**config.mk**
```make
export PLATFORM = sky130hd
export DESIGN_NAME = bridge_host_flat
export DESIGN_NICKNAME = d
export VERILOG_FILES = /design/src/rtl/cmd_bridge_pkg.sv /design/src/rtl/cmd_link.sv /design/src/rtl/bridge_host.sv /design/src/flat_wrapper.sv
export SDC_FILE = /design/constraint.sdc
export NUM_CORES = 1
export LEC_CHECK = 0
export BUFFER_PORTS_ARGS = -buffer_cell sky130_fd_sc_hd__buf_2
export CAP_MARGIN = 15
export CORE_UTILIZATION = 50
export CTS_CLUSTER_DIAMETER = 50
export DETAILED_ROUTE_END_ITERATION = 8
export PLACE_DENSITY = 0.7
export SYNTH_ARGS = -nofsm -noshare
export SYNTH_HDL_FRONTEND = slang
export SYNTH_SLANG_ARGS = --single-unit
```
**constraint.sdc**
```tcl
create_clock -name aclk -period 3 [get_ports aclk]
set_input_delay 0.15 -clock aclk [delete_from_list [all_inputs] [get_ports aclk]]
set_output_delay 0.15 -clock aclk [all_outputs]
set_load 0.05 [all_outputs]
```
**src/rtl/cmd_bridge_pkg.sv**
```systemverilog
// shared constants for the command link between host controller and bridge device
package cmd_bridge_pkg;
  localparam logic [7:0] CODE_PAGE_WRITE = 8'h96;
  localparam logic [7:0] CODE_PAGE_READ  = 8'h44;
  localparam logic [7:0] CODE_STATUS     = 8'haa;
  localparam logic [7:0] CODE_SET_ADDR   = 8'h75;
  localparam logic [7:0] RES_OK          = 8'haa;
  localparam logic [7:0] RES_PROTECTED   = 8'h55;
  localparam logic [7:0] RES_INVALID     = 8'h77;
  localparam logic [7:0] FILL_BYTE       = 8'hff;
  localparam logic [7:0] PAGE_WRITE_LEN  = 8'h21;
  localparam logic [7:0] PARAM_ONLY_LEN  = 8'h01;
  localparam logic [7:0] PAGE_READ_RLEN  = 8'h21;
  localparam logic [7:0] STATUS_PROT_RLEN = 8'h07;
  localparam logic [7:0] STATUS_ID_RLEN  = 8'h03;
  localparam logic [7:0] SHORT_RLEN      = 8'h01;
  localparam int         PAGE_BYTES      = 32;
  localparam logic [2:0] PAGE_COUNT      = 3'h6;
  localparam logic [6:0] FIRST_DATA      = 7'h03;
  localparam int         PROT_WP_BIT     = 1;
  localparam int         PROT_NONE_BIT   = 5;
  localparam logic [1:0] SEL_PROT        = 2'h0;
  localparam logic [1:0] SEL_MAKER       = 2'h1;
  localparam logic [1:0] SEL_VERSION     = 2'h2;
  localparam logic [6:0] DEFAULT_ADDR_RST = 7'h20;
  localparam int         CLK_PERIOD_NS   = 50;
  localparam int         PAGE_WRITE_DURATION_NS = 5000;
  localparam int         PAGE_READ_DURATION_NS  = 1000;
  localparam int         ADDR_SET_DURATION_NS   = 5000;
  localparam logic [15:0] PAGE_WRITE_CYCLES =
    16'((PAGE_WRITE_DURATION_NS + CLK_PERIOD_NS - 1) / CLK_PERIOD_NS);
  localparam logic [15:0] PAGE_READ_CYCLES =
    16'((PAGE_READ_DURATION_NS + CLK_PERIOD_NS - 1) / CLK_PERIOD_NS);
  localparam logic [15:0] ADDR_SET_CYCLES =
    16'((ADDR_SET_DURATION_NS + CLK_PERIOD_NS - 1) / CLK_PERIOD_NS);
  localparam logic [7:0] REG_CMD      = 8'h00;
  localparam logic [7:0] REG_PARAM    = 8'h04;
  localparam logic [7:0] REG_DATA     = 8'h08;
  localparam logic [7:0] REG_PTR      = 8'h0c;
  localparam logic [7:0] REG_STATUS   = 8'h10;
  localparam logic [7:0] REG_IRQ_STAT = 8'h14;
  localparam logic [7:0] REG_IRQ_MASK = 8'h18;
  localparam logic [1:0] RESP_OKAY    = 2'h0;
  localparam logic [1:0] RESP_SLVERR  = 2'h2;

  // processing time of a command, shared so both ends agree on it
  function automatic logic [15:0] duration_cycles(input logic [7:0] code);
    if (code == CODE_PAGE_WRITE) begin
      return PAGE_WRITE_CYCLES;
    end else if (code == CODE_SET_ADDR) begin
      return ADDR_SET_CYCLES;
    end else begin
      return PAGE_READ_CYCLES;
    end
  endfunction
endpackage

```
**src/rtl/cmd_link.sv**
```systemverilog
// byte-stream carrier between host controller and bridge device
`timescale 1ns/1ps
interface cmd_link;
  logic       cmd_valid;
  logic       cmd_ready;
  logic [7:0] cmd_data;
  logic       cmd_last;
  logic       rsp_valid;
  logic       rsp_ready;
  logic [7:0] rsp_data;
  logic       rsp_last;
  modport device (input cmd_valid, cmd_data, cmd_last, rsp_ready,
                  output cmd_ready, rsp_valid, rsp_data, rsp_last);
  modport host   (output cmd_valid, cmd_data, cmd_last, rsp_ready,
                  input cmd_ready, rsp_valid, rsp_data, rsp_last);
endinterface // cmd_link

```
**src/rtl/bridge_host.sv**
```systemverilog
// host end: AXI4-Lite register front, frame sender and reply collector
//
// Local design decisions: the register addresses and the AXI4-Lite interface to the registers.
`timescale 1ns/1ps
module bridge_host
  import cmd_bridge_pkg::*;
(
  input  wire logic        aclk,
  input  wire logic        aresetn,
  input  wire logic        ce,
  input  wire logic        awvalid,
  output logic             awready,
  input  wire logic [7:0]  awaddr,
  input  wire logic        wvalid,
  output logic             wready,
  input  wire logic [31:0] wdata,
  input  wire logic [3:0]  wstrb,
  output logic             bvalid,
  input  wire logic        bready,
  output logic      [1:0]  bresp,
  input  wire logic        arvalid,
  output logic             arready,
  input  wire logic [7:0]  araddr,
  output logic             rvalid,
  input  wire logic        rready,
  output logic      [31:0] rdata,
  output logic      [1:0]  rresp,
  output logic             irq,
  cmd_link.host            lnk
);
  typedef enum logic [1:0] {H_IDLE, H_SEND, H_WAIT, H_READ} host_state_type;

  host_state_type state_r;
  logic [7:0]  code_r, len_r, param_r, sidx_r, ridx_r, result_r, rlen_r;
  logic [15:0] wait_r;
  logic [4:0]  ptr_r;
  logic [7:0]  buf_r [PAGE_BYTES];
  logic [1:0]  stat_r, mask_r;
  logic        aw_have_r, w_have_r;
  logic [7:0]  waddr_r;
  logic [31:0] wdata_r;
  logic [3:0]  wstrb_r;
  logic        cmd_valid_r, cmd_last_r, rsp_ready_r;
  logic [7:0]  cmd_data_r, nxt_byte, sidx_n, ridx_k;
  logic [31:0] rd_val, cmd_w;
  logic        wr_do, ar_hs, cmd_hs, rsp_hs, rd_hit, wr_hit, start;

  assign lnk.cmd_valid = cmd_valid_r;
  assign lnk.cmd_data  = cmd_data_r;
  assign lnk.cmd_last  = cmd_last_r;
  assign lnk.rsp_ready = rsp_ready_r;

  function automatic logic [31:0] wmerge(input logic [31:0] o, input logic [31:0] n,
                                         input logic [3:0] s);
    logic [31:0] r;
    r = o;
    for (int i = 0; i < 4; i++) begin
      if (s[i]) r[8*i +: 8] = n[8*i +: 8];
    end
    return r;
  endfunction

  assign wr_do  = ce && aw_have_r && w_have_r && !bvalid;
  assign ar_hs  = ce && arvalid && arready;
  assign cmd_hs = ce && cmd_valid_r && lnk.cmd_ready;
  assign rsp_hs = ce && rsp_ready_r && lnk.rsp_valid;
  assign cmd_w  = wmerge({16'h0000, len_r, code_r}, wdata_r, wstrb_r);
  // a command write while busy is dropped; software polls busy first
  assign start  = wr_do && waddr_r == REG_CMD && state_r == H_IDLE;
  assign sidx_n = sidx_r + 8'h01;
  assign ridx_k = ridx_r - 8'h02;
  assign wr_hit = (waddr_r == REG_CMD) || (waddr_r == REG_PARAM) || (waddr_r == REG_DATA)
                  || (waddr_r == REG_PTR) || (waddr_r == REG_IRQ_STAT)
                  || (waddr_r == REG_IRQ_MASK);

  // frame order: code, length, parameter, then data from the buffer
  always_comb begin
    if (sidx_n == 8'h01) begin
      nxt_byte = len_r;
    end else if (sidx_n == 8'h02) begin
      nxt_byte = param_r;
    end else begin
      nxt_byte = buf_r[5'(sidx_n - 8'h03)];
    end
  end

  always_comb begin
    rd_hit = 1'b1;
    rd_val = 32'h0000_0000;
    if (araddr == REG_CMD) begin
      rd_val = {16'h0000, len_r, code_r};
    end else if (araddr == REG_PARAM) begin
      rd_val = {24'h000000, param_r};
    end else if (araddr == REG_DATA) begin
      rd_val = {24'h000000, buf_r[ptr_r]};
    end else if (araddr == REG_PTR) begin
      rd_val = {27'h0, ptr_r};
    end else if (araddr == REG_STATUS) begin
      rd_val = {8'h00, rlen_r, result_r, 7'h00, state_r != H_IDLE};
    end else if (araddr == REG_IRQ_STAT) begin
      rd_val = {30'h0, stat_r};
    end else if (araddr == REG_IRQ_MASK) begin
      rd_val = {30'h0, mask_r};
    end else begin
      rd_hit = 1'b0;
    end
  end

  // write channels are taken in either order, answered once both are in
  always_ff @(posedge aclk) begin
    if (!aresetn) begin
      awready   <= 1'b1;
      wready    <= 1'b1;
      aw_have_r <= 1'b0;
      w_have_r  <= 1'b0;
      bvalid    <= 1'b0;
      bresp     <= RESP_OKAY;
      waddr_r   <= 8'h00;
      wdata_r   <= 32'h0000_0000;
      wstrb_r   <= 4'h0;
    end else if (ce) begin
      if (awvalid && awready) begin
        awready   <= 1'b0;
        aw_have_r <= 1'b1;
        waddr_r   <= awaddr;
      end
      if (wvalid && wready) begin
        wready   <= 1'b0;
        w_have_r <= 1'b1;
        wdata_r  <= wdata;
        wstrb_r  <= wstrb;
      end
      if (wr_do) begin
        aw_have_r <= 1'b0;
        w_have_r  <= 1'b0;
        bvalid    <= 1'b1;
        bresp     <= wr_hit ? RESP_OKAY : RESP_SLVERR;
      end else if (bvalid && bready) begin
        bvalid  <= 1'b0;
        awready <= 1'b1;
        wready  <= 1'b1;
      end
    end
  end

  always_ff @(posedge aclk) begin
    if (!aresetn) begin
      arready <= 1'b1;
      rvalid  <= 1'b0;
      rdata   <= 32'h0000_0000;
      rresp   <= RESP_OKAY;
    end else if (ce) begin
      if (ar_hs) begin
        arready <= 1'b0;
        rvalid  <= 1'b1;
        rdata   <= rd_val;
        rresp   <= rd_hit ? RESP_OKAY : RESP_SLVERR;
      end else if (rvalid && rready) begin
        rvalid  <= 1'b0;
        arready <= 1'b1;
      end
    end
  end

  always_ff @(posedge aclk) begin
    if (!aresetn) begin
      param_r <= 8'h00;
      mask_r  <= 2'h0;
    end else if (wr_do) begin
      if (waddr_r == REG_PARAM) begin
        param_r <= 8'(wmerge({24'h000000, param_r}, wdata_r, wstrb_r));
      end else if (waddr_r == REG_IRQ_MASK) begin
        mask_r <= 2'(wmerge({30'h0, mask_r}, wdata_r, wstrb_r));
      end
    end
  end

  // buffer pointer steps after every data access, so pages stream through one word
  always_ff @(posedge aclk) begin
    if (!aresetn) begin
      ptr_r <= 5'h00;
    end else if (wr_do && waddr_r == REG_PTR) begin
      ptr_r <= 5'(wmerge({27'h0, ptr_r}, wdata_r, wstrb_r));
    end else if ((wr_do && waddr_r == REG_DATA) || (ar_hs && araddr == REG_DATA)) begin
      ptr_r <= ptr_r + 5'h01;
    end
  end

  always_ff @(posedge aclk) begin
    if (ce && state_r == H_READ && rsp_hs && ridx_r >= 8'h02 && ridx_k < 8'(PAGE_BYTES)) begin
      buf_r[ridx_k[4:0]] <= lnk.rsp_data;
    end else if (wr_do && waddr_r == REG_DATA && wstrb_r[0]) begin
      buf_r[ptr_r] <= wdata_r[7:0];
    end
  end

  // done and error flags: a new event wins over a clear in the same cycle
  always_ff @(posedge aclk) begin
    if (!aresetn) begin
      stat_r <= 2'h0;
      irq    <= 1'b0;
    end else if (ce) begin
      stat_r <= (stat_r & ~((wr_do && waddr_r == REG_IRQ_STAT && wstrb_r[0]) ?
                            wdata_r[1:0] : 2'h0))
                | {2{rsp_hs && lnk.rsp_last}} & {ridx_r == 8'h01 ? lnk.rsp_data != RES_OK
                                                  : result_r != RES_OK, 1'b1};
      irq <= |(stat_r & mask_r);
    end
  end

  always_ff @(posedge aclk) begin
    if (!aresetn) begin
      state_r     <= H_IDLE;
      code_r      <= 8'h00;
      len_r       <= 8'h00;
      sidx_r      <= 8'h00;
      ridx_r      <= 8'h00;
      wait_r      <= 16'h0000;
      result_r    <= 8'h00;
      rlen_r      <= 8'h00;
      cmd_valid_r <= 1'b0;
      cmd_last_r  <= 1'b0;
      cmd_data_r  <= 8'h00;
      rsp_ready_r <= 1'b0;
    end else if (ce) begin
      case (state_r)
        H_IDLE: begin
          if (start) begin
            code_r      <= cmd_w[7:0];
            len_r       <= cmd_w[15:8];
            sidx_r      <= 8'h00;
            cmd_data_r  <= cmd_w[7:0];
            cmd_valid_r <= 1'b1;
            cmd_last_r  <= 1'b0;
            state_r     <= H_SEND;
          end
        end
        H_SEND: begin
          if (cmd_hs && cmd_last_r) begin
            cmd_valid_r <= 1'b0;
            cmd_last_r  <= 1'b0;
            wait_r      <= duration_cycles(code_r);
            state_r     <= H_WAIT;
          end else if (cmd_hs) begin
            sidx_r     <= sidx_n;
            cmd_data_r <= nxt_byte;
            cmd_last_r <= sidx_n == len_r + 8'h01;
          end
        end
        H_WAIT: begin
          if (wait_r != 16'h0000) begin
            wait_r <= wait_r - 16'h0001;
          end else begin
            ridx_r      <= 8'h00;
            rsp_ready_r <= 1'b1;
            state_r     <= H_READ;
          end
        end
        default: begin
          if (rsp_hs) begin
            ridx_r <= ridx_r + 8'h01;
            if (ridx_r == 8'h00) begin
              rlen_r <= lnk.rsp_data;
            end else if (ridx_r == 8'h01) begin
              result_r <= lnk.rsp_data;
            end
            if (lnk.rsp_last) begin
              rsp_ready_r <= 1'b0;
              state_r     <= H_IDLE;
            end
          end
        end
      endcase
    end
  end
endmodule // bridge_host

```
**src/flat_wrapper.sv**
```systemverilog
// flat-port wrapper written by rule: the top's interface ports become plain ports
module bridge_host_flat import cmd_bridge_pkg::*;
  (aclk, aresetn, ce, awvalid, awready, awaddr, wvalid, wready, wdata, wstrb, bvalid, bready, bresp, arvalid, arready, araddr, rvalid, rready, rdata, rresp, irq, lnk_cmd_valid, lnk_cmd_data, lnk_cmd_last, lnk_rsp_ready, lnk_cmd_ready, lnk_rsp_valid, lnk_rsp_data, lnk_rsp_last);
  cmd_link lnk_i ();
  input  wire logic aclk;
  input  wire logic aresetn;
  input  wire logic ce;
  input  wire logic awvalid;
  output logic awready;
  input  wire logic [7:0] awaddr;
  input  wire logic wvalid;
  output logic wready;
  input  wire logic [31:0] wdata;
  input  wire logic [3:0] wstrb;
  output logic bvalid;
  input  wire logic bready;
  output logic      [1:0] bresp;
  input  wire logic arvalid;
  output logic arready;
  input  wire logic [7:0] araddr;
  output logic rvalid;
  input  wire logic rready;
  output logic      [31:0] rdata;
  output logic      [1:0] rresp;
  output logic irq;
  output wire logic [$bits(lnk_i.cmd_valid)-1:0] lnk_cmd_valid;
  output wire logic [$bits(lnk_i.cmd_data)-1:0] lnk_cmd_data;
  output wire logic [$bits(lnk_i.cmd_last)-1:0] lnk_cmd_last;
  output wire logic [$bits(lnk_i.rsp_ready)-1:0] lnk_rsp_ready;
  input wire logic [$bits(lnk_i.cmd_ready)-1:0] lnk_cmd_ready;
  input wire logic [$bits(lnk_i.rsp_valid)-1:0] lnk_rsp_valid;
  input wire logic [$bits(lnk_i.rsp_data)-1:0] lnk_rsp_data;
  input wire logic [$bits(lnk_i.rsp_last)-1:0] lnk_rsp_last;
  assign lnk_cmd_valid = lnk_i.cmd_valid;
  assign lnk_cmd_data = lnk_i.cmd_data;
  assign lnk_cmd_last = lnk_i.cmd_last;
  assign lnk_rsp_ready = lnk_i.rsp_ready;
  assign lnk_i.cmd_ready = lnk_cmd_ready;
  assign lnk_i.rsp_valid = lnk_rsp_valid;
  assign lnk_i.rsp_data = lnk_rsp_data;
  assign lnk_i.rsp_last = lnk_rsp_last;
  bridge_host u_core (.aclk(aclk), .aresetn(aresetn), .ce(ce), .awvalid(awvalid), .awready(awready), .awaddr(awaddr), .wvalid(wvalid), .wready(wready), .wdata(wdata), .wstrb(wstrb), .bvalid(bvalid), .bready(bready), .bresp(bresp), .arvalid(arvalid), .arready(arready), .araddr(araddr), .rvalid(rvalid), .rready(rready), .rdata(rdata), .rresp(rresp), .irq(irq), .lnk(lnk_i));
endmodule
```
==> summary.txt, run 1 <==
OUTCOME
--------------------------------------------------------------------------------------
Run status .............................................................. finished, final reports clean

WORST SETUP PATH
--------------------------------------------------------------------------------------
Kind of start point of the critical path ................................    flip-flop
Worst reg2reg endpoint .................................................. u_core.buf_r[5][0]
Critical Path, Cell by Cell ............................................. or4_4 > nor4_4 > nor2b_4 > and3_4 > nand2_4 > buf_4 > a31oi_2 > nor2_1 > buf_4
Endpoint arrival time on the critical path ..............................      3.22 ns
Worst setup slack for register-to-register paths ........................      0.11 ns
Critical path start-end classification .................................. flip-flop to flip-flop
Reg2reg start ........................................................... u_core.waddr_r[1]
Highest-delay cell along the critical path ..............................        or4_4
Setup crit end kind .....................................................    flip-flop
Worst Path Max Fanout ...................................................           10
Crit path top cell by count .............................................        buf_4
Required time reported for the critical path endpoint ...................      3.33 ns
Max stage delay on crit path ............................................      0.56 ns
Cell count of the worst reg-to-reg path .................................            9

DETAILED ROUTING
--------------------------------------------------------------------------------------
# DRC ...................................................................            0
Total vias in the final route ...........................................       15,100
Number of optimization iterations in the first detailed-route pass ......            6
Via count normalized by instance count ..................................         6.23
Drt wl/cell .............................................................      23.9 µm
Initial DRC count .......................................................        1,780
WL final ................................................................      58.2 mm
Antenna-violating nets left .............................................            0

TIMING
--------------------------------------------------------------------------------------
Minimum clock period ....................................................      2.89 ns
Max Transition Viols Final ..............................................            0
RSZ-0062 raised after global routing ....................................        false
Actual transition at the worst max-transition pin .......................      1.00 ns
Setup TNS after final layout ............................................         0 ns
Final hold violation count ..............................................            0
Max-slew headroom .......................................................        0.331
Highest clock rate ......................................................      346 MHz
Total setup violations reported at the end of the flow ..................            0
Crit share post-route ...................................................        0.963
Final setup skew ........................................................    0.0292 ns

CLOCK NETWORK
--------------------------------------------------------------------------------------
Clock Tree Root .........................................................    clkbuf_16
Number of clock buffers inserted by TritonCTS ...........................           47
TritonCTS clock tree ....................................................          yes
# H-tree levels .........................................................            2
CTS Buffer Depth ........................................................            3
Clock slew at the register clock pins of the worst setup and hold paths .      0.06 ns
Clock network latency to the later pin of the worst-skew pair ...........      0.60 ns
# clock sinks ...........................................................          415

PLACE
--------------------------------------------------------------------------------------
Routability cong. .......................................................        0.979
Port Buf Inserts ........................................................           95
Estimated wirelength of the detail-placed design ........................      40.8 mm

WORST HOLD PATH
--------------------------------------------------------------------------------------
Start point of the worst min-delay path .................................    araddr[7]
Hold/Removal Path Class ................................................. primary input to flip-flop
Hold Path End ........................................................... u_core.rdata[0]
Depth of the worst hold-timing path .....................................            5

LAYOUT
--------------------------------------------------------------------------------------
Total number of nets in the final design ................................        1,954
Share of final-layout standard cells stronger than drive strength 1 .....        0.258
Area Overhead vs Synth ..................................................        19.8%
Layout filler cell count ................................................        3,057
Final antenna diode count ...............................................            0

FLOORPLAN
--------------------------------------------------------------------------------------
Die X-Extent ............................................................       203 µm
Die area ................................................................   41,200 µm²
Num rows ................................................................           73
I/O pin count ...........................................................          124
Height of the die .......................................................       203 µm
Core Region .............................................................   39,800 µm²
Starting density of the core ............................................        0.507

SYNTH
--------------------------------------------------------------------------------------
Yosys reg bits ..........................................................          415
Cells taking the most area after synthesis .............................. edfxtp_1 (38%), dfxtp_1 (16%), mux4_2 (13%)
Area share of the largest cell type after synthesis .....................        0.381
Prevailing post-synth register cell .....................................     edfxtp_1
Number of warnings issued by yosys ......................................            0
Number of unique standard cell types used by synthesis ..................           79
Syn avg cell area .......................................................     12.2 µm²
Cell type contributing the most total cell area after synthesis .........     edfxtp_1
Mapped Cells ............................................................        1,655
Number of synthesized flops with an enable pin ..........................          256
Sequential fraction of the synthesis area ...............................        0.538
Netlist area before placement ...........................................   20,200 µm²
Synth top cells by count ................................................ edfxtp_1 (256), nand2_1 (193), dfxtp_1 (159)
Async set-reset flop share out of synthesis .............................            0
Library cell with the highest instance count after synthesis ............     edfxtp_1

GRT
--------------------------------------------------------------------------------------
Maximum number of pins on one net before global-route repair ............           62
First-pass GRT wire length ..............................................      88.1 mm
Overall global routing resource usage ...................................        0.282
Total grt overflow ......................................................            0
Initial antenna violation count .........................................            0
Via count of the first global-routing pass ..............................       14,500

PWR
--------------------------------------------------------------------------------------
Peak supply drop ........................................................       372 µV
Total leakage power .....................................................      8.25 nW
Power Dens Cells ........................................................   506 nW/µm²
Tot Pwr .................................................................     0.0122 W

FLOW RUN
--------------------------------------------------------------------------------------
Number of max-cap violations ............................................            0

power by group:
group          internal (W)  total (W)  switching (W)
combinational      0.000163   0.000499       0.000336
clock               0.00327    0.00563        0.00236
sequential          0.00608    0.00612      0.0000355
layout make-up:
| class | instances | area, µm² | share of cell area |
|---|---|---|---|
| multi-input cells | 1114 | 8950 | 0.370 |
| repair buffers | 271 | 2150 | 0.0888 |
| flip-flops and latches | 415 | 10900 | 0.450 |
| clock inverters | 23 | 214 | 0.00884 |
| inverters | 18 | 68.8 | 0.00284 |
| clock buffers | 64 | 1280 | 0.0530 |
| well taps | 525 | 657 | 0.0271 |
flip-flops by register name, summed over array words and instances (netlist names), 2 cells and up, named ones only:
name                 cells
u_core.len_r             8
u_core.wdata_r          16
u_core.wait_r           16
u_core.waddr_r           8
u_core.sidx_r            8
u_core.buf_r           256
u_core.ptr_r             5
u_core.param_r           8
u_core.lnk.cmd_data      8
u_core.stat_r            2
u_core.state_r           2
u_core.mask_r            2
u_core.wstrb_r           2
u_core.ridx_r            8
u_core.rdata            24
u_core.rlen_r            8
u_core.result_r          8
u_core.code_r            8
logic make-up (layout without fill, tap and decap cells):
| group | Yosys count | count (layout) | share of synthesized area |
|---|---|---|---|
| adders and majority gates | 16 | 16 | 0.00991 |
| muxes | 236 | 236 | 0.190 |
| buffers and inverters | 135 | 376 | 0.0302 |
| and+or+nand+nor | 547 | 547 | 0.129 |
| other | 1 | 10 | 0.000186 |
| AOI/OAI and AO/OA | 261 | 261 | 0.0826 |
| DFF | 415 | 415 | 0.538 |
| xor gates and xnor gates | 44 | 44 | 0.0198 |
worst max-delay path by stage:
stage / slack (ns) / cells past startpoint / to / start
global placement: -0.19 / 9 / u_core.buf_r[13][5] / u_core.waddr_r[1]
CTS: 0.002 / 9 / u_core.buf_r[22][1] / u_core.ridx_r[3]
global route: 0.005 / 10 / u_core.buf_r[17][2] / u_core.waddr_r[1]
floorplan: 0.04 / 11 / u_core.lnk.cmd_data[6] / u_core.sidx_r[0]
finish: 0.11 / 9 / u_core.buf_r[5][0] / u_core.waddr_r[1]
detailed placement: -0.31 / 9 / u_core.buf_r[13][5] / u_core.waddr_r[1]
what timing repair did:
action,in CTS,in global routing
resized for setup,18,19
endpoints found under the hold margin,56,0
setup endpoints to repair,228,254
pin swaps,1,1
buffers inserted,1,0
hold buffers,45,0
stage by stage:
| stage | worst slack, ns | instances | util | hold slack [ns] | area, µm² |
|---|---|---|---|---|---|
| after floorplan | 0.0431 | 1664 | - | 0.286 | 20200 |
| final | 0.110 | 2430 | 0.608 | 0.0675 | 24200 |
| after detailed placement | -0.310 | 2297 | 0.554 | 0.399 | 22100 |
| after CTS | 0.00171 | 2430 | 0.605 | 0.0473 | 24100 |
| after global routing | 0.00507 | 2430 | 0.608 | 0.0884 | 24200 |
| after global placement | -0.193 | 2296 | 0.554 | 0.391 | 22100 |
critical path, delay by kind of cell, from the launching register on:
| kind | cells | cell delay, ns |
|---|---|---|
| flops | 1 | 0.31 |
| simple gates | 6 | 1.52 |
| compound gates | 1 | 0.42 |
| buf+inv | 2 | 0.38 |
per-layer routing:
metal,global-route usage,routed length (µm)
met2,0.451,27700
met4,0.110,2010
met1,0.381,23200
met5,0,0
met3,0.0526,5220
cell usage in the layout (no fill, tap or decap), types with 7 or more instances in the layout:
cell,count
mux2_2,26
buf_4,110
inv_1,17
a31oi_1,19
xor2_1,18
dlygate4sd3_1,45
conb_1,10
dfxtp_1,155
nand2b_1,8
mux2i_1,86
a221oi_1,13
nor2_1,138
nor2b_1,24
nand4_1,10
nor3_1,43
nand3_1,37
and3_1,10
a211oi_1,16
a22oi_1,14
mux4_2,114
clkbuf_1,12
edfxtp_1,256
xnor2_1,23
clkinv_2,9
mux2_1,8
o21ai_0,31
clkbuf_16,48
nor2_4,9
a32oi_1,13
buf_12,19
or3_1,15
a21oi_1,101
nand2_1,193
buf_2,96
and2_1,7
ha_1,15
Note: power is estimated with default switching activity, not from simulation.
==> run 2, diff against run 1 <==
--- a/config.mk
+++ b/config.mk
@@ -5,12 +5,13 @@
 export SDC_FILE = /design/constraint.sdc
 export NUM_CORES = 1
 export LEC_CHECK = 0
-export BUFFER_PORTS_ARGS = -buffer_cell sky130_fd_sc_hd__buf_2
 export CAP_MARGIN = 15
 export CORE_UTILIZATION = 50
+export CTS_BUF_LIST = sky130_fd_sc_hd__clkbuf_4 sky130_fd_sc_hd__clkbuf_8
 export CTS_CLUSTER_DIAMETER = 50
 export DETAILED_ROUTE_END_ITERATION = 8
-export PLACE_DENSITY = 0.7
+export DONT_BUFFER_PORTS = 1
+export PLACE_DENSITY = 0.68
 export SYNTH_ARGS = -nofsm -noshare
 export SYNTH_HDL_FRONTEND = slang
 export SYNTH_SLANG_ARGS = --single-unit
==> run 2 against run 1 <==
  * Register-to-register slack lost 0.06 ns
  * Combinational power down 23%
  * Via count down 1.4%
  * Largest cell class unchanged
==> summary.txt, run 2 (same netlist as run 1, synthesis figures left out) <==
WORST SETUP PATH
--------------------------------------------------------------------------------------
Sum of buffers and inverters on the critical path .......................            3   was 2
Cell count of the worst reg-to-reg path .................................           11   was 9
Kind of start point of the critical path ................................    flip-flop   unchanged
Worst setup slack for register-to-register paths ........................      0.05 ns   was 0.11 ns
Critical path start-end classification .................................. flip-flop to flip-flop   unchanged
Reg2reg start ........................................................... u_core.waddr_r[1]   unchanged
Max stage delay on crit path ............................................      0.56 ns   about the same
Crit path top cell by count .............................................        buf_4   unchanged
Highest-delay cell along the critical path ..............................        or4_4   unchanged
Endpoint arrival time on the critical path ..............................      3.26 ns   was 3.22 ns
Setup crit end kind .....................................................    flip-flop   unchanged
Gate family responsible for the most delay along the worst path ......... simple AND/OR/NAND/NOR gates   unchanged
Critical Path, Cell by Cell ............................................. or4_4 > nor4_4 > nor2b_2 > and3_4 > nand2_4 > buf_6 > buf_4 > nor3b_4 > a31oi_4 > nor2_1 > buf_4   was or4_4 > nor4_4 > nor2b_4 > and3_4 > nand2_4 > buf_4 > a31oi_2 > nor2_1 > buf_4
Worst Path Max Fanout ...................................................            8   was 10
Required time reported for the critical path endpoint ...................      3.32 ns   was 3.33 ns
Crit. path cell count ...................................................           11   was 9
Launching element of the worst setup path ............................... u_core.waddr_r[1]   unchanged

FLOORPLAN
--------------------------------------------------------------------------------------
Die X-Extent ............................................................       203 µm   unchanged
Core Region .............................................................   39,800 µm²   unchanged
I/O pin count ...........................................................          124   unchanged
Die area ................................................................   41,200 µm²   unchanged
Height of the die .......................................................       203 µm   unchanged
Num rows ................................................................           73   unchanged
Starting density of the core ............................................        0.507   unchanged

TIMING
--------------------------------------------------------------------------------------
Setup TNS after final layout ............................................         0 ns   unchanged
Crit share post-route ...................................................        0.982   was 0.963
Minimum clock period ....................................................      2.95 ns   was 2.89 ns
Final hold violation count ..............................................            0   unchanged
RSZ-0062 raised after global routing ....................................         true   was false
Min setup slack post-route ..............................................    0.0536 ns   was 0.110 ns
Total setup violations reported at the end of the flow ..................            0   unchanged
Max Transition Viols Final ..............................................            0   unchanged
Actual transition at the worst max-transition pin .......................     0.888 ns   was 1.00 ns
Worst hold slack across all endpoints ...................................    0.0266 ns   was 0.0675 ns
Final setup skew ........................................................    0.0537 ns   was 0.0292 ns
Highest clock rate ......................................................      339 MHz   was 346 MHz
Max-slew headroom .......................................................        0.406   was 0.331

CLOCK NETWORK
--------------------------------------------------------------------------------------
Clock network latency to the later pin of the worst-skew pair ...........      0.66 ns   was 0.60 ns
Clock Tree Root .........................................................     clkbuf_8   was clkbuf_16
Number of clock buffers inserted by TritonCTS ...........................           70   was 47
Clock slew at the register clock pins of the worst setup and hold paths .      0.06 ns   about the same
# H-tree levels .........................................................            3   was 2
# clock sinks ...........................................................          415   unchanged
TritonCTS clock tree ....................................................          yes   unchanged
CTS Buffer Depth ........................................................            3   unchanged

PLACE
--------------------------------------------------------------------------------------
Post-Place Setup Slack ..................................................    -0.224 ns   was -0.310 ns
Routability cong. .......................................................        0.972   was 0.979
Port Buf Inserts ........................................................            0   was 95
Estimated wirelength of the detail-placed design ........................      40.0 mm   was 40.8 mm

LAYOUT
--------------------------------------------------------------------------------------
Max FFs per register ....................................................          256   unchanged
Total number of nets in the final design ................................        1,898   was 1,954
Commonest non-fill, non-tap cell in the layout ..........................     edfxtp_1   unchanged
Multi-input combinational cell area .....................................     8990 µm²   was 8950 µm²
Layout filler cell count ................................................        3,074   was 3,057
Area Overhead vs Synth ..................................................        18.2%   was 19.8%
Final antenna diode count ...............................................            0   unchanged
Area taken by flip-flops and latches ....................................   10,900 µm²   unchanged
Share of final-layout standard cells stronger than drive strength 1 .....        0.243   was 0.258
Leading cell types in the layout, fill and taps excluded ................ edfxtp_1 (256), nand2_1 (193), dfxtp_1 (155)   unchanged
Registers with the most flip-flops ...................................... u_core.buf_r (256), u_core.rdata (24)   unchanged
Register ranked first by flip-flop count ................................ u_core.buf_r   unchanged

DETAILED ROUTING
--------------------------------------------------------------------------------------
Via count normalized by instance count ..................................         6.25   was 6.23
Initial DRC count .......................................................        1,658   was 1,780
Antenna-violating nets left .............................................            0   unchanged
Drt wl/cell .............................................................      24.3 µm   was 23.9 µm
# DRC ...................................................................            0   unchanged
Total vias in the final route ...........................................       14,900   was 15,100
WL final ................................................................      58.1 mm   was 58.2 mm
Number of optimization iterations in the first detailed-route pass ......            7   was 6

GRT
--------------------------------------------------------------------------------------
Initial antenna violation count .........................................            1   was 0
First-pass GRT wire length ..............................................      87.9 mm   was 88.1 mm
Overall global routing resource usage ...................................        0.284   was 0.282
Via count of the first global-routing pass ..............................       14,600   was 14,500
Total grt overflow ......................................................            0   unchanged
Maximum number of pins on one net before global-route repair ............           75   was 62

WORST HOLD PATH
--------------------------------------------------------------------------------------
Start point of the worst min-delay path ................................. lnk_cmd_ready   was araddr[7]
Depth of the worst hold-timing path .....................................            5   unchanged
Hold/Removal Path Class ................................................. primary input to flip-flop   unchanged

PWR
--------------------------------------------------------------------------------------
Fraction of power consumed by combinational cells .......................        0.032   was 0.041
Peak supply drop ........................................................       274 µV   was 372 µV
Net switching power .....................................................    0.00269 W   was 0.00274 W
Relative contribution of the clock network to total power ...............        0.449   was 0.460
Fraction of power spent switching nets ..................................        0.225   was 0.223
Reg power frac ..........................................................        0.518   was 0.499
Internal ................................................................    0.00923 W   was 0.00951 W
Total leakage power .....................................................      7.92 nW   was 8.25 nW
Power Dens Cells ........................................................   499 nW/µm²   was 506 nW/µm²

OUTCOME
--------------------------------------------------------------------------------------
Run status .............................................................. finished, final reports clean   unchanged

FLOW RUN
--------------------------------------------------------------------------------------
Number of max-cap violations ............................................            0   unchanged

-- run 2: cell types whose count changed in the layout (fill, tap and decap cells not counted), sizes merged --
| cell | previous run | this run |
|---|---|---|
| buf | 226 | 132 |
| clkbuf | 64 | 101 |
| dlygate4sd3 | 45 | 60 |
| bufinv | 3 | 4 |
| clkinv | 17 | 16 |
| clkinvlp | 1 | 2 |
| inv | 20 | 19 |
-- run 2: worst register-to-register path, stage by stage (launching register included) --
cell,delay (ns)
dfxtp_1,0.31
or4_4,0.56
nor4_4,0.24
nor2b_2,0.20
and3_4,0.26
nand2_4,0.09
buf_6,0.14
buf_4,0.17
nor3b_4,0.22
a31oi_4,0.08
nor2_1,0.15
buf_4,0.21
-- run 2: final cells by class --
type	count	share of cell area
clock inverter	23	0.00912
sequential	415	0.456
tap	525	0.0275
inverter	18	0.00293
multi-input combinational	1114	0.377
timing repair buffer	192	0.0758
clock buffer	101	0.0522
-- run 2: worst paths after layout --
kind	to
setup reg to reg	u_core.buf_r[5][1]
hold reg to reg	u_core.wdata_r[11]
setup / recovery	u_core.buf_r[5][1]
hold / removal	u_core.wait_r[2]
-- run 2: per-layer routing --
| layer | global-route usage | share of wire |
|---|---|---|
| met3 | 0.0762 | 0.10 |
| met2 | 0.451 | 0.47 |
| met1 | 0.366 | 0.39 |
| met4 | 0.122 | 0.038 |
| met5 | 0 | 0.00021 |
-- run 2: metrics by stage --
stage          power (W)   util  instances  area (µm²)
6_report          0.0119  0.600       2388       23900
5_1_grt           0.0123  0.600       2388       23900
4_1_cts           0.0120  0.594       2385       23700
3_5_place_dp     0.00660  0.541       2201       21500
3_3_place_gp     0.00659  0.541       2201       21500
2_1_floorplan    0.00650      -       1664       20200
-- run 2: timing repair --
action                                 in CTS  in global routing
hold buffers                               60                  0
pin swaps                                   0                  7
setup endpoints to repair                 205                261
endpoints found under the hold margin     198                  0
buffers inserted                            0                  3
resized for setup                          17                 39
-- run 2: power by group through the flow --
stage,logic (W),clock network [W],registers (W)
after global placement,0.000293,0,0.00630
after CTS,0.000380,0.00543,0.00618
after detailed placement,0.000301,0,0.00630
final,0.000385,0.00535,0.00618
after floorplan,0.000216,0,0.00629
after global routing,0.000413,0.00566,0.00618
==> run 3, diff against run 2 <==
--- a/config.mk
+++ b/config.mk
@@ -11,7 +11,6 @@
 export CTS_CLUSTER_DIAMETER = 50
 export DETAILED_ROUTE_END_ITERATION = 8
 export DONT_BUFFER_PORTS = 1
-export PLACE_DENSITY = 0.68
 export SYNTH_ARGS = -nofsm -noshare
 export SYNTH_HDL_FRONTEND = slang
 export SYNTH_SLANG_ARGS = --single-unit
==> constraint.sdc (replaced) <==
create_clock -name aclk -period 3.5 [get_ports aclk]
set_input_delay 0.175 -clock aclk [delete_from_list [all_inputs] [get_ports aclk]]
set_output_delay 0.175 -clock aclk [all_outputs]
set_load 0.05 [all_outputs]
==> run 3 against run 2 <==
  * The run now ends with setup timing left
  * Global-route usage is 0.16 points higher
  * Die area stayed put
  * Power down 15%
  * First-iteration DRC count is 21% lower
  * Sequential cell count unchanged
  * Sequential share of layout area increased by 1.6 points
  * Clock power down 16%
  * Largest power group unchanged
  * Non-clock buffer count fell by 55
  * Worst setup slack worse by 0.13 ns
==> summary.txt, run 3 (same netlist as run 1, synthesis figures left out) <==
WORST HOLD PATH
--------------------------------------------------------------------------------------
Hold/Removal Path Class ................................................. primary input to flip-flop   unchanged
Hold Path End ........................................................... u_core.rdata[2]   was u_core.wait_r[2]
Start point of the worst min-delay path .................................    araddr[2]   was lnk_cmd_ready
Depth of the worst hold-timing path .....................................            5   unchanged

TIMING
--------------------------------------------------------------------------------------
Max-slew headroom .......................................................        0.142   was 0.406
Total setup violations reported at the end of the flow ..................           47   was 0
Final hold violation count ..............................................            0   unchanged
Min setup slack post-route ..............................................   -0.0724 ns   was 0.0536 ns
Highest clock rate ......................................................      280 MHz
Max Transition Viols Final ..............................................            0   unchanged
Actual transition at the worst max-transition pin .......................      1.27 ns   was 0.888 ns
Setup TNS after final layout ............................................     -1.74 ns   was 0 ns
Final setup skew ........................................................    0.0362 ns   was 0.0537 ns
Crit share post-route ...................................................         1.02
RSZ-0062 raised after global routing ....................................         true   unchanged
Minimum clock period ....................................................      3.57 ns

PLACE
--------------------------------------------------------------------------------------
Routability cong. .......................................................        0.985   was 0.972
Port Buf Inserts ........................................................            0   unchanged
Estimated wirelength of the detail-placed design ........................      39.7 mm   was 40.0 mm
Instance area at placement ..............................................   21,100 µm²   was 21,500 µm²

GRT
--------------------------------------------------------------------------------------
First-pass GRT wire length ..............................................      87.5 mm   was 87.9 mm
Via count of the first global-routing pass ..............................       14,300   was 14,600
Initial antenna violation count .........................................            1   unchanged
Maximum number of pins on one net before global-route repair ............           68   was 75
Total grt overflow ......................................................            0   unchanged
Overall global routing resource usage ...................................        0.285   was 0.284

LAYOUT
--------------------------------------------------------------------------------------
Final antenna diode count ...............................................            0   unchanged
Registers with the most flip-flops ...................................... u_core.buf_r (256), u_core.rdata (24)   unchanged
Area of all placed cells without fillers ................................   23,100 µm²   was 23,900 µm²
Commonest non-fill, non-tap cell in the layout ..........................     edfxtp_1   unchanged
Layout filler cell count ................................................        3,244   was 3,074
Total number of nets in the final design ................................        1,845   was 1,898
Leading cell types in the layout, fill and taps excluded ................ edfxtp_1 (256), nand2_1 (193), dfxtp_1 (156)   was edfxtp_1 (256), nand2_1 (193), dfxtp_1 (155)
Register ranked first by flip-flop count ................................ u_core.buf_r   unchanged
Max FFs per register ....................................................          256   unchanged
Share of final-layout standard cells stronger than drive strength 1 .....        0.207   was 0.243
Area Overhead vs Synth ..................................................        14.2%   was 18.2%

FLOORPLAN
--------------------------------------------------------------------------------------
Die area ................................................................   41,200 µm²   unchanged
Starting density of the core ............................................        0.507   unchanged
Die X-Extent ............................................................       203 µm   unchanged
Core Region .............................................................   39,800 µm²   unchanged
I/O pin count ...........................................................          124   unchanged
Height of the die .......................................................       203 µm   unchanged
Num rows ................................................................           73   unchanged

WORST SETUP PATH
--------------------------------------------------------------------------------------
Worst setup slack for register-to-register paths ........................     -0.04 ns   was 0.05 ns
Cell count of the worst reg-to-reg path .................................            7   was 11
Launching element of the worst setup path ...............................           ce   was u_core.waddr_r[1]
Endpoint arrival time on the critical path ..............................      3.81 ns   was 3.26 ns
Reg2reg start ........................................................... u_core.waddr_r[1]   unchanged
Setup crit end kind .....................................................    flip-flop   unchanged
Critical path start-end classification .................................. primary input to flip-flop   was flip-flop to flip-flop
Critical Path, Cell by Cell ............................................. dlygate4sd3_1 > and3_1 > nand2_1 > or4_1 > a41oi_1 > nor2_1   was or4_4 > nor4_4 > nor2b_2 > and3_4 > nand2_4 > buf_6 > buf_4 > nor3b_4 > a31oi_4 > nor2_1 > buf_4
Required time reported for the critical path endpoint ...................      3.74 ns   was 3.32 ns
Worst Path Max Fanout ...................................................           12   was 8
Max stage delay on crit path ............................................      1.08 ns   was 0.56 ns
Kind of start point of the critical path ................................ primary input   was flip-flop
Highest-delay cell along the critical path ..............................      a41oi_1   was or4_4
Worst reg2reg endpoint .................................................. u_core.buf_r[7][5]   was u_core.buf_r[5][1]

DETAILED ROUTING
--------------------------------------------------------------------------------------
Initial DRC count .......................................................        1,318   was 1,658
Total vias in the final route ...........................................       14,300   was 14,900
WL final ................................................................      57.9 mm   was 58.1 mm
Antenna-violating nets left .............................................            0   unchanged
Via count normalized by instance count ..................................         6.12   was 6.25
Number of optimization iterations in the first detailed-route pass ......            5   was 7
# DRC ...................................................................            0   unchanged
Drt wl/cell .............................................................      24.8 µm   was 24.3 µm

OUTCOME
--------------------------------------------------------------------------------------
Run status .............................................................. finished, violations left   was finished, final reports clean
Failing checks .......................................................... setup timing

CLOCK NETWORK
--------------------------------------------------------------------------------------
# clock sinks ...........................................................          415   unchanged
Clock Tree Root .........................................................     clkbuf_8   unchanged
CTS Buffer Depth ........................................................            3   unchanged
Post-CTS Setup Bufs .....................................................            0   unchanged
# H-tree levels .........................................................            3   unchanged
Clock network latency to the later pin of the worst-skew pair ...........      0.64 ns   was 0.66 ns
Clock slew at the register clock pins of the worst setup and hold paths .      0.06 ns   about the same
Number of clock buffers inserted by TritonCTS ...........................           72   was 70
TritonCTS clock tree ....................................................          yes   unchanged

PWR
--------------------------------------------------------------------------------------
Relative contribution of the clock network to total power ...............        0.444   was 0.449
Fraction of power consumed by combinational cells .......................        0.030   was 0.032
Power Dens Cells ........................................................   437 nW/µm²   was 499 nW/µm²
Net switching power .....................................................    0.00226 W   was 0.00269 W
Internal ................................................................    0.00783 W   was 0.00923 W
Total leakage power .....................................................      7.59 nW   was 7.92 nW
Reg power frac ..........................................................        0.526   was 0.518
Fraction of power spent switching nets ..................................        0.224   was 0.225
Peak supply drop ........................................................       320 µV   was 274 µV

FLOW RUN
--------------------------------------------------------------------------------------
Number of max-cap violations ............................................            0   unchanged

==> run 3: worst max path at each step <==
stage                                   endpoint  slack, ns
final                         u_core.buf_r[7][5]      -0.07
after global routing          u_core.buf_r[7][7]      -0.09
after CTS                     u_core.buf_r[7][6]       0.07
after detailed placement     u_core.buf_r[15][6]       0.13
after global placement       u_core.buf_r[15][5]       0.15
after floorplan           u_core.lnk.cmd_data[6]       0.33
==> run 3: metrics by stage <==
step | std cells | total power (W) | setup WS (ns) | util | hold WS, ns
floorplan | 1664 | 0.00557 | 0.328 | - | 0.311
global placement | 2154 | 0.00564 | 0.151 | 0.529 | 0.263
detailed placement | 2154 | 0.00564 | 0.126 | 0.529 | 0.271
CTS | 2334 | 0.0102 | 0.0683 | 0.579 | 0.00250
global route | 2334 | 0.0104 | -0.0881 | 0.579 | 0.0367
finish | 2334 | 0.0101 | -0.0724 | 0.579 | 0.0324
==> run 3: repair_timing <==
action	CTS	global route
setup endpoints to repair	0	40
resized for setup	0	2
hold buffers	55	0
endpoints found under the hold margin	102	0
==> run 3: final cells by class <==
cell class | instances | area, µm² | area share
Clock buffer | 109 | 1340 | 0.0582
Inverter | 18 | 70.1 | 0.00304
Tap cell | 525 | 657 | 0.0285
Clock inverter | 16 | 101 | 0.00439
Multi-Input combinational cell | 1114 | 8790 | 0.381
Sequential cell | 415 | 10900 | 0.472
Timing Repair Buffer | 137 | 1230 | 0.0533
==> run 3: critical path: cells and delay by family <==
kind	cells	cell delay, ns
simple gates	4	1.65
compound gates	1	1.08
buf+inv	1	0.90
==> run 3: per-layer routing <==
layer / track usage / part of all wire / vias to the layer above / wire, µm
li1: - / - / 6472 / -
met1: 0.375 / 0.42 / 7071 / 24300
met2: 0.444 / 0.45 / 610 / 26300
met3: 0.0709 / 0.082 / 131 / 4730
met4: 0.136 / 0.046 / 0 / 2640
met5: 0 / 0 / - / 0
==> run 3: power groups by stage <==
stage	registers [W]	logic [W]	clock network [W]
after global routing	0.00530	0.000331	0.00477
final	0.00530	0.000305	0.00448
after floorplan	0.00539	0.000185	0
after detailed placement	0.00540	0.000240	0
after global placement	0.00540	0.000233	0
after CTS	0.00530	0.000304	0.00457
